**config.mk**
```make
export PLATFORM = sky130hd
export DESIGN_NAME = srap_top
export DESIGN_NICKNAME = d
export VERILOG_FILES = /design/src/srap_pkg.sv /design/src/srap_top.sv
export SDC_FILE = /design/constraint.sdc
export NUM_CORES = 1
export LEC_CHECK = 0
export ABC_CLOCK_PERIOD_IN_PS = 5750
export BUFFER_PORTS_ARGS = -buffer_cell sky130_fd_sc_hd__buf_2
export CORE_MARGIN = 3
export CORE_UTILIZATION = 55
export DETAILED_ROUTE_END_ITERATION = 12
export GPL_ROUTABILITY_DRIVEN = 0
export PLACE_DENSITY = 0.8
export SYNTH_ARGS = -nofsm -noshare
export SYNTH_HDL_FRONTEND = slang
export SYNTH_SLANG_ARGS = --single-unit
```
**constraint.sdc**
```tcl
create_clock -name ref_clk -period 5.75 [get_ports ref_clk]
set_clock_uncertainty 0.05 [all_clocks]
set_input_delay 0.2875 -clock ref_clk [delete_from_list [all_inputs] [get_ports ref_clk]]
set_output_delay 0.2875 -clock ref_clk [all_outputs]
set_load 0.01 [all_outputs]
```
**src/srap_pkg.sv**
```systemverilog
// Purpose: shared constants and types of the serial register access port
// Assumes: ref_clk at 40 MHz
// Notes:   sync vector index map below is used by srap_top
`default_nettype none
package srap_pkg;
  localparam int CLK_KHZ     = 40000;
  localparam int TIMEOUT_US  = 32800;
  localparam int TIMEOUT_CYC = TIMEOUT_US * CLK_KHZ / 1000;
  localparam int DATA_W      = 16;
  localparam int PTR_W       = 8;
  localparam int FRAME_W     = 24;
  localparam int RW_BIT      = 23;
  localparam int ADR_HI      = 22;
  localparam int ADR_LO      = 16;
  localparam int NSYNC       = 9;
  localparam int I_SCL       = 0;
  localparam int I_SDA       = 1;
  localparam int I_CS        = 2;
  localparam int I_SCLK      = 3;
  localparam int I_SDI       = 4;
  localparam int I_SEL       = 5;
  localparam int I_A0        = 6;
  localparam int I_A1        = 7;
  localparam int I_A2        = 8;
  localparam logic [3:0] BYTE_BITS  = 4'h8;
  localparam logic [3:0] TX_LAST    = 4'h7;
  localparam logic [2:0] STRAP_WAIT = 3'h7;
  localparam logic [0:7][6:0] TADDR = {7'h61, 7'h2c, 7'h64, 7'h2e,
                                       7'h62, 7'h2d, 7'h65, 7'h2f};
  typedef enum logic [2:0] {
    I_IDLE = 3'b000,
    I_ADDR = 3'b001,
    I_ACK  = 3'b010,
    I_RX   = 3'b011,
    I_TX   = 3'b100,
    I_MACK = 3'b101
  } srap_i2c_st_t;
  typedef enum logic [1:0] {
    PH_PTR = 2'b00,
    PH_HI  = 2'b01,
    PH_LO  = 2'b10
  } srap_wph_t;
endpackage : srap_pkg
`default_nettype wire

```
**src/srap_top.sv**
```systemverilog
// Purpose: serial register access port, i2c target or 24-bit spi target
// Assumes: bank returns reg_rdata in the cycle after reg_rd
// Notes:   scl high must last a few ref_clk cycles; hs-mode speed not reached
//
// Operation
// - an 8-bit pointer selects the 16-bit register for i2c data
// - upper byte moves first, then lower byte
// - i2c write buffers upper byte, commits word on lower byte
// - i2c read snapshots word at upper byte, lower byte from snapshot
// - pointer never auto-increments
// - pointer-only write without data is accepted
// - line low 32.8 ms inside a transaction resets the i2c side
// - single write: address, pointer, upper, lower; every byte acknowledged
// - after each word another pointer and word may follow
// - read: pointer write, repeated start, read address, upper then lower
// - nack on lower byte then stop ends the read, sda released
// - ack on lower byte restarts upper/lower pair from the pointer
// - spi frame: bit 23 direction, 22..16 address, 15..0 data
// - bit 23 low writes data, high requests a read
// - sdi shifts msb first on falling sclk while chip select low
// - chip select high: sclk and sdi ignored, sdo released
// - chip select rising edge decodes frame and moves data
// - read data leaves on sdo bits 15..0 in the next frame
// - strap low selects i2c, strap high selects spi
// - 7-bit target address from three straps, no general call
`timescale 1ns/10ps
`default_nettype none
module srap_top #(
  parameter int TIMEOUT_CYC = srap_pkg::TIMEOUT_CYC
) (
  input  wire logic        ref_clk,
  input  wire logic        reset_n,
  input  wire logic        if_sel_strap,
  input  wire logic        target_addr_strap_0,
  input  wire logic        target_addr_strap_1,
  input  wire logic        target_addr_strap_2,
  input  wire logic        scl_in,
  input  wire logic        sda_in,
  output logic             sda_out,
  output logic             sda_oe_n,
  input  wire logic        spi_cs_n,
  input  wire logic        spi_sclk,
  input  wire logic        spi_sdi,
  output logic             spi_sdo,
  output logic             spi_sdo_oe_n,
  output logic             reg_wr,
  output logic             reg_rd,
  output logic [7:0]       reg_addr,
  output logic [15:0]      reg_wdata,
  input  wire logic [15:0] reg_rdata
);
  localparam int TO_W = $clog2(TIMEOUT_CYC + 1);
  localparam logic [TO_W-1:0] TO_LAST = TO_W'(TIMEOUT_CYC - 1);
  localparam int NS = srap_pkg::NSYNC;
  localparam int FW = srap_pkg::FRAME_W;
  localparam int DW = srap_pkg::DATA_W;

  typedef struct packed {
    logic [NS-1:0]         s1;
    logic [NS-1:0]         s2;
    logic [NS-1:0]         s3;
    logic [NS-1:0]         f;
    logic [2:0]            strap_cnt;
    logic                  spi;
    logic [6:0]            taddr;
    srap_pkg::srap_i2c_st_t st;
    srap_pkg::srap_wph_t   ph;
    logic [3:0]            bits;
    logic [7:0]            sh;
    logic                  rw;
    logic                  txlo;
    logic [7:0]            ptr;
    logic [7:0]            hibuf;
    logic [DW-1:0]         snap;
    logic [TO_W-1:0]       to;
    logic                  sda_rel;
    logic [FW-1:0]         sin;
    logic [FW-1:0]         sout;
    logic                  prev_rd;
    logic                  wr;
    logic                  rd;
    logic                  rdp;
    logic [7:0]            addr;
    logic [DW-1:0]         wdata;
  } srap_state_t;

  // sync stages reset high so chip select looks idle and no edge is faked
  localparam srap_state_t Q_RST = '{s1: '1, s2: '1, s3: '1, f: '1,
                                    st: srap_pkg::I_IDLE, ph: srap_pkg::PH_PTR,
                                    sda_rel: 1'b1, default: '0};

  srap_state_t   q;
  srap_state_t   n;
  logic [NS-1:0] sync_in;
  logic [NS-1:0] f_nx;
  logic          ready;
  logic          scl_r;
  logic          scl_f;
  logic          i_start;
  logic          i_stop;
  logic          cs_fall;
  logic          cs_rise;
  logic          sclk_f;
  logic          sda_now;

  assign sync_in = {target_addr_strap_2, target_addr_strap_1, target_addr_strap_0,
                    if_sel_strap, spi_sdi, spi_sclk, spi_cs_n, sda_in, scl_in};

  genvar gi;
  generate
    for (gi = 0; gi < NS; gi++) begin : g_flt
      // a change counts only once the last two stages agree
      assign f_nx[gi] = (q.s2[gi] == q.s3[gi]) ? q.s3[gi] : q.f[gi];
    end
  endgenerate

  assign ready   = (q.strap_cnt == srap_pkg::STRAP_WAIT);
  assign sda_now = f_nx[srap_pkg::I_SDA];
  assign scl_r   = f_nx[srap_pkg::I_SCL] & ~q.f[srap_pkg::I_SCL];
  assign scl_f   = ~f_nx[srap_pkg::I_SCL] & q.f[srap_pkg::I_SCL];
  assign i_start = q.f[srap_pkg::I_SCL] & f_nx[srap_pkg::I_SCL]
                   & q.f[srap_pkg::I_SDA] & ~sda_now;
  assign i_stop  = q.f[srap_pkg::I_SCL] & f_nx[srap_pkg::I_SCL]
                   & ~q.f[srap_pkg::I_SDA] & sda_now;
  assign cs_fall = q.f[srap_pkg::I_CS] & ~f_nx[srap_pkg::I_CS];
  assign cs_rise = ~q.f[srap_pkg::I_CS] & f_nx[srap_pkg::I_CS];
  assign sclk_f  = q.f[srap_pkg::I_SCLK] & ~f_nx[srap_pkg::I_SCLK];

  always_comb begin
    n       = q;
    n.s1    = sync_in;
    n.s2    = q.s1;
    n.s3    = q.s2;
    n.f     = f_nx;
    n.wr    = 1'b0;
    n.rd    = 1'b0;
    n.rdp   = q.rd;
    if (q.rdp) begin
      n.snap = reg_rdata;
    end
    if (!ready) begin
      // straps are sampled every cycle until ready; the last sample, taken after the synchronisers have settled, is kept
      n.strap_cnt = q.strap_cnt + 3'h1;
      n.spi       = q.f[srap_pkg::I_SEL];
      n.taddr     = srap_pkg::TADDR[{q.f[srap_pkg::I_A0], q.f[srap_pkg::I_A1],
                                     q.f[srap_pkg::I_A2]}];
    end else if (!q.spi) begin
      if (i_start) begin
        n.st      = srap_pkg::I_ADDR;
        n.bits    = 4'h0;
        n.sda_rel = 1'b1;
        n.to      = '0;
      end else if (i_stop) begin
        n.st      = srap_pkg::I_IDLE;
        n.sda_rel = 1'b1;
      end else if (q.st != srap_pkg::I_IDLE) begin
        n.to = (f_nx[srap_pkg::I_SCL] & sda_now) ? '0 : q.to + 1'b1;
        if (q.to == TO_LAST) begin
          n.st      = srap_pkg::I_IDLE;
          n.sda_rel = 1'b1;
          n.to      = '0;
        end else begin
          unique case (q.st)
            srap_pkg::I_ADDR, srap_pkg::I_RX: begin
              if (scl_r) begin
                n.sh   = {q.sh[6:0], sda_now};
                n.bits = q.bits + 4'h1;
              end else if (scl_f && q.bits == srap_pkg::BYTE_BITS) begin
                n.bits    = 4'h0;
                n.sda_rel = 1'b0;
                n.st      = srap_pkg::I_ACK;
                if (q.st == srap_pkg::I_ADDR) begin
                  if (q.sh[7:1] != q.taddr) begin
                    // 10-bit and general call never match the strap address
                    n.st      = srap_pkg::I_IDLE;
                    n.sda_rel = 1'b1;
                  end else begin
                    n.rw   = q.sh[0];
                    n.ph   = srap_pkg::PH_PTR;
                    n.txlo = 1'b0;
                    n.rd   = q.sh[0];
                    n.addr = q.ptr;
                  end
                end else begin
                  unique case (q.ph)
                    srap_pkg::PH_PTR: begin
                      n.ptr = q.sh;
                      n.ph  = srap_pkg::PH_HI;
                    end
                    srap_pkg::PH_HI: begin
                      n.hibuf = q.sh;
                      n.ph    = srap_pkg::PH_LO;
                    end
                    default: begin
                      n.wr    = 1'b1;
                      n.addr  = q.ptr;
                      n.wdata = {q.hibuf, q.sh};
                      n.ph    = srap_pkg::PH_PTR;
                    end
                  endcase
                end
              end
            end
            srap_pkg::I_ACK: begin
              if (scl_f) begin
                n.bits = 4'h0;
                if (q.rw) begin
                  n.st      = srap_pkg::I_TX;
                  n.sh      = q.snap[15:8];
                  n.sda_rel = q.snap[15];
                  n.txlo    = 1'b0;
                end else begin
                  n.st      = srap_pkg::I_RX;
                  n.sda_rel = 1'b1;
                end
              end
            end
            srap_pkg::I_TX: begin
              if (scl_f) begin
                if (q.bits == srap_pkg::TX_LAST) begin
                  n.st      = srap_pkg::I_MACK;
                  n.sda_rel = 1'b1;
                  n.bits    = 4'h0;
                end else begin
                  n.sh      = {q.sh[6:0], 1'b0};
                  n.sda_rel = q.sh[6];
                  n.bits    = q.bits + 4'h1;
                end
              end
            end
            srap_pkg::I_MACK: begin
              if (scl_r) begin
                if (sda_now) begin
                  n.st = srap_pkg::I_IDLE;
                end else if (q.txlo) begin
                  // refetch before the next upper byte so each pair is coherent
                  n.rd   = 1'b1;
                  n.addr = q.ptr;
                end
              end else if (scl_f) begin
                n.st = srap_pkg::I_TX;
                if (q.txlo) begin
                  n.sh      = q.snap[15:8];
                  n.sda_rel = q.snap[15];
                  n.txlo    = 1'b0;
                end else begin
                  n.sh      = q.snap[7:0];
                  n.sda_rel = q.snap[7];
                  n.txlo    = 1'b1;
                end
              end
            end
            default: n.st = srap_pkg::I_IDLE;
          endcase
        end
      end
    end else begin
      if (cs_fall) begin
        // bits above the data read as zero; after a write they carry nothing
        n.sout = q.prev_rd ? {{(FW - DW){1'b0}}, q.snap} : '0;
      end else if (!q.f[srap_pkg::I_CS] && sclk_f) begin
        n.sin  = {q.sin[FW-2:0], f_nx[srap_pkg::I_SDI]};
        n.sout = {q.sout[FW-2:0], 1'b0};
      end
      if (cs_rise) begin
        n.addr    = {1'b0, q.sin[srap_pkg::ADR_HI:srap_pkg::ADR_LO]};
        n.wdata   = q.sin[DW-1:0];
        n.wr      = ~q.sin[srap_pkg::RW_BIT];
        n.rd      = q.sin[srap_pkg::RW_BIT];
        n.prev_rd = q.sin[srap_pkg::RW_BIT];
      end
    end
  end

  always_ff @(posedge ref_clk or negedge reset_n) begin
    if (!reset_n) begin
      q <= Q_RST;
    end else begin
      q <= n;
    end
  end

  assign sda_out      = 1'b0;
  assign sda_oe_n     = q.sda_rel;
  assign spi_sdo      = q.sout[FW-1];
  assign spi_sdo_oe_n = ~ready | ~q.spi | q.f[srap_pkg::I_CS];
  assign reg_wr       = q.wr;
  assign reg_rd       = q.rd;
  assign reg_addr     = q.addr;
  assign reg_wdata    = q.wdata;
endmodule : srap_top
`default_nettype wire

```
Word-level counts from Yosys, hierarchy flattened --
Memories as Yosys holds them, arrays and structs flattened. A register that Yosys moved wholly into a read port is not among the register bits. Index checks and enable logic that the tools add are counted.
Storage, ports and cells: memories kept 1, input bits 27, word-level logic and storage cells 281, memory bits (read-only) 56, bits in registers 189
Memories:
- (name not given) | words 8, bits a word 7, rd ports 1, clocked after Yosys merged registers in 1, write ports 0, RTL line srap_top.sv:145 | n.taddr = srap_pkg::TADDR[{q.f[srap_pkg::I_A0], q.f[srap_pkg::I_A1],
Operators by class: reduce and logical (&&, ||, !) cells 35, mux-type cells 120, equality and inequality tests 62, $add $sub $neg 3, bitwise gates (word level) 31
Operator list (number):
- $mux 24 | 11
- $mux 8 | 13
- $mux 9 | 9
- $mux 16 | 5
- $mux 21 | 3
- $mux 22 | 2
- $reduce_and 11->1 | 4
- $mux 18 | 2
- $ne 2x2->1 const B | 18
- $mux 35 | 1
- $ne 5x5->1 const B | 7
- $mux 3 | 11
- $mux 1 | 32
- $mux 32 | 1
- $pmux 8 s4 | 1
- $mux 2 | 15
- $mux 30 | 1
- $reduce_and 10->1 | 3
- $reduce_and 14->1 | 2
- $mux 12 | 2
- $add 21x1->21 const B | 1
- $eq 21x21->1 const B | 1
- $ne 3x3->1 const B | 7
- $ne 6x6->1 const B | 3
- other kinds (40) | 96

Longest topological paths before layout --
depth after elaboration 20, depth in mapped cells 11, depth with buffers taken out 9

Least setup slack after synthesis --
OpenSTA, ideal clock, no wires.
path type register to register, start reg q[160] (netlist bit), end reg q, in the netlist reg_wdata[5], arrival time 2486 ps, library setup time 120 ps, stages on the path, launching flop included 12, path slack 3094 ps, path buffers 2, clock period less this slack 2656 ps, cells stage by stage dfstp_2 -> maj3_1 -> inv_1 -> ha_1 -> nand4b_1 -> nor4_4 -> o21ai_0 -> or3_1 -> clkbuf_2 -> buf_2 -> nor2_1 -> nor2_1
Between the ends: cells in the longest elaborated chain, start to end 6, elaborated cells between the ends (all ways) 16, classes of those cells eq/ne: 3; mux: 1; bitwise: 9; reduce/logical: 3
Ends and longest elaborated chain:
- start: declaration | RTL line srap_top.sv:92 | srap_state_t q;
- start signal: assignment | RTL line srap_top.sv:279 | q <= n;
- $mux 1 (*) | RTL line srap_top.sv:113 | assign f_nx[gi] = (q.s2[gi] == q.s3[gi]) ? q.s3[gi] : q.f[gi];
- net f_nx[0] | RTL line srap_top.sv:95 | logic [NS-1:0] f_nx;
- $and 1x1->1 or $not 1->1 (tied branches) | RTL line srap_top.sv:121, srap_top.sv:123, srap_top.sv:120
- $and 1x1->1 (on tied branches) | RTL line srap_top.sv:124, srap_top.sv:120, srap_top.sv:122
- $and 1x1->1, or another cell as far along | RTL line srap_top.sv:124 | & ~q.f[srap_pkg::I_SDA] & sda_now;
- $ne 2x2->1 (no source line) or $reduce_bool 2->1 (tied branches)
- $reduce_and 11->1 (no source line) (*)
Mark *: on every way through the listed nets, which the timed path passes. The rest lies on a longest branch. A chain may end at the register's enable or synchronous reset.

Worst setup path after layout --
start reg q[157] (netlist bit), end reg q, in the netlist reg_wdata[12]
Between the ends: cells in the longest elaborated chain, start to end 2
Ends and longest elaborated chain:
- $eq 3x3->1 | RTL line srap_top.sv:117 | assign ready = (q.strap_cnt == srap_pkg::STRAP_WAIT);
- $reduce_and 11->1 (no source line)
No other way between the ends.

==> results.sh <==
export IMPL_status="completed"
export IMPL_synth_seq_cells=195
export IMPL_synth_adder_area_share=0.0241
export IMPL_nets=917
export IMPL_crit_path_end_kind="register"
export IMPL_min_period_ns=3.57
export IMPL_worstMarginPinSlew_ns=1.23
export IMPL_grt_max_degree=114
export IMPL_start_util=0.563
export IMPL_fillers=1287
export IMPL_num_io_pins=57
export IMPL_p_sw_frac=0.312
export IMPL_crit_start="q[157]$_DFFE_PN0P_"
export IMPL_ys_warn_count=0
export IMPL_pwr_share_comb=0.187
export IMPL_yosys_area_top_type="dfrtp_1"
export IMPL_internal_power_mw=2.51
export IMPL_numCtsBuffers=17
export IMPL_setup_violations=0
export IMPL_cts_root_buf="clkbuf_16"
export IMPL_wirelength_um=18600
export IMPL_avgSynthCellArea_um2=10.5
export IMPL_worstPathMaxFanout=21
export IMPL_p_seq_frac=0.481
export IMPL_clk_latency_ns=0.44
export IMPL_antenna_found_initial=0
export IMPL_yosysUniqueCellTypes=72
export IMPL_power_density_mw_per_mm2=368
export IMPL_synth_ff_type="dfrtp_1"
export IMPL_grt_setup_unrepaired="false"
export IMPL_final_area_mm2=0.00990
export IMPL_cp_data_arrival_time_ns=3.89
export IMPL_fmax_ghz=0.280
export IMPL_rows=46
export IMPL_htreeDepth=4
export IMPL_slew_viol_final=0
export IMPL_clkSlewWorstSetupHoldPaths_ns=0.07
export IMPL_synth_compound_area_frac=0.116
export IMPL_io_buffers=55
export IMPL_critPathRequiredTime_ns=6.07
export IMPL_grt_pass1_vias=6033
export IMPL_ys_seq_area_frac=0.549
export IMPL_drt_wirelength_per_cell_um=16.8
export IMPL_synth_top_family_by_area="simple AND/OR/NAND/NOR gates"
export IMPL_dieArea_mm2=0.0179
export IMPL_hp_start="reg_rdata[10]"
export IMPL_grt_overflow=0
export IMPL_peakVddDrop_uv=268
export IMPL_antenna_cells=0
export IMPL_clkSinkCount=195
export IMPL_dp_hpwl_um=12300
export IMPL_grt_pass1_wl_um=31000
export IMPL_relSlewSlack=0.174
export IMPL_layout_drive_gt1_share=0.219
export IMPL_drt_iter0_markers=533
export IMPL_finalCritPeriodShare=0.621
export IMPL_synth_fp_nets=895
export IMPL_clockBufferDepth=2
export IMPL_synth_edf_count=0
export IMPL_die_x_um=134
export IMPL_syn_to_final_growth_pct=10.3
export IMPL_synth_top_area_frac=0.441
export IMPL_placedInstanceArea_mm2=0.00920
export IMPL_max_cap_violations=0
export IMPL_setup_tns_final_ns=0
export IMPL_num_vias=6387
export IMPL_antenna_left=0
export IMPL_drc=0
export IMPL_die_h_um=134
export IMPL_p_clk_frac=0.331
export IMPL_viasPerCell=5.76
export IMPL_regArea_mm2=0.00493
export IMPL_crit_type="reg2reg"
export IMPL_synth_xor_area_share=0.0146
export IMPL_core_mm2=0.0159
export IMPL_p_leak_nw=4.57
export IMPL_synth_area_mm2=0.00897
export IMPL_cp_start_kind="register"
export IMPL_syn_inst=858
export IMPL_switchingPower_mw=1.14
export IMPL_grt_total_usage=0.216
export IMPL_hold_class="in2reg"
export IMPL_utilization=0.621
export IMPL_hold_viol_final=0
export IMPL_muxShareOfSynthArea=0.0745
export IMPL_synthArstFlopShare=1.00
export IMPL_synth_area_leaders="dfrtp_1 (44%), dfstp_2 (11%), mux2_2 (6.8%)"
export IMPL_multi_input_area_mm2=0.00359
export IMPL_reg2reg_from="q[157]$_DFFE_PN0P_"
export IMPL_cts_tree="built"
export IMPL_dr_pass1_iters=6
export IMPL_synthSimpleGateAreaFrac=0.170
[state kept, by name, indices dropped and copies added, names as in the netlist]
signal,cells
q,149
n,18
reg_wdata,16
reg_addr,8
reg_rd,1
reg_wr,1
sda_oe_n,1
spi_sdo,1
[cells in the final DEF (no fill, tap or decap), types with 3 or more instances in the layout]
cell type        n
a31oi_1         20
o211ai_1         4
mux2_2          54
inv_6            4
dfstp_2         37
o21ai_1          5
nor2b_1         13
o22ai_1         32
clkbuf_16       17
and2_1           4
nand2b_1         7
xor2_1           5
dfrtp_1        158
buf_2           54
inv_1           29
dlygate4sd3_1   10
nand2_1        136
and3_1           6
o21a_1           3
a21oi_1         17
a22o_1           8
o31ai_1          7
nor2_1          73
nor4_1           4
maj3_1           8
nand3_1         29
or3_1            9
o21ai_0         37
nor3_1          11
nand4_1          7
mux2i_1          6
xnor2_1         10
clkbuf_8         3
ha_1            10
[per-layer routing]
| layer | wire (um) | up-vias | track usage |
|---|---|---|---|
| met1 | 8280 | 3166 | 0.304 |
| met5 | 0 | - | 0 |
| met2 | 9070 | 177 | 0.343 |
| li1 | - | 3011 | - |
| met3 | 885 | 33 | 0.0363 |
| met4 | 380 | 0 | 0.0766 |
[cell families after synthesis]
kind of cell               after synthesis
DFF                                    195
AOI/OAI and AO/OA                      156
muxes                                   60
buffers and inverters                   93
and+or+nand+nor                        319
xor gates and xnor gates                15
other                                    1
adders and majority gates               19
[Yosys cell counts, types with 7 or more instances]
cell	instances
mux2_2	54
a21oi_1	17
nor2_1	73
maj3_1	8
nand2_1	136
a31oi_1	20
o21ai_0	38
nand2b_1	7
clkbuf_1	24
nand3_1	29
dfstp_2	37
o31ai_1	7
o22ai_1	32
nor2b_1	13
buf_2	9
xnor2_1	10
ha_1	10
dfrtp_1	158
a22o_1	8
buf_4	26
nand4_1	7
nor3_1	11
inv_1	29
or3_1	9
[per-stage QoR]
stage / worst slack [ns] / std cells / total power [mW] / hold slack (ns)
6_report: 2.18 / 1109 / 3.65 / 0.0124
3_3_place_gp: 2.40 / 1067 / 2.41 / 0.295
3_5_place_dp: 2.24 / 1067 / 2.44 / 0.297
2_1_floorplan: 3.09 / 858 / 2.24 / -0.0581
5_1_grt: 1.81 / 1109 / 3.82 / 0.0255
4_1_cts: 2.21 / 1109 / 3.66 / 0.00759
[worst max-delay path: stages, from the launching register on]
cell and delay, ns:
dfrtp_1 0.37, ha_1 0.16, ha_1 0.55, and3b_1 0.32, nand3_1 0.66, o21ai_1 0.99
o22ai_1 0.24, nor2_1 0.15
[area by class of cell]
type	count	share of cell area
repair buffers	67	0.0403
well taps	216	0.0273
flip-flops and latches	195	0.498
clock inverters	11	0.0143
multi-input cells	570	0.363
clock buffers	21	0.0465
inverters	29	0.0110
[what timing repair did]
| item | CTS | global route |
|---|---|---|
| setup endpoints to repair | 0 | 0 |
| buffers inserted | 0 | 0 |
| hold buffers | 10 | 0 |
| hold endpoints to repair | 115 | 0 |
| resized for setup | 0 | 0 |
[final timing paths]
check | end | slack [ns] | cells after the start
worst max-delay path | reg_wdata[12]$_DFFE_PN0P_ | 2.18 | 7
max in group asynchronous | q[150]$_DFFE_PN0P_ | 3.62 | 3
worst min-delay path | q[108]$_DFFE_PN0P_ | 0.01 | 3
worst min register to register | n[173]$_DFF_PN1_ | 0.30 | 0
min in group asynchronous | q[100]$_DFFE_PN0P_ | 0.48 | 2
worst max register to register | reg_wdata[12]$_DFFE_PN0P_ | 2.18 | 7
[power groups by stage]
| stage | Clock [mW] | Combinational (mW) | Sequential, mW |
|---|---|---|---|
| finish | 1.21 | 0.683 | 1.75 |
| detailed placement | 0 | 0.669 | 1.77 |
| global placement | 0 | 0.639 | 1.77 |
| CTS | 1.22 | 0.681 | 1.75 |
| floorplan | 0 | 0.571 | 1.67 |
| global route | 1.28 | 0.760 | 1.78 |
Note: power is estimated with default switching activity, not from simulation.
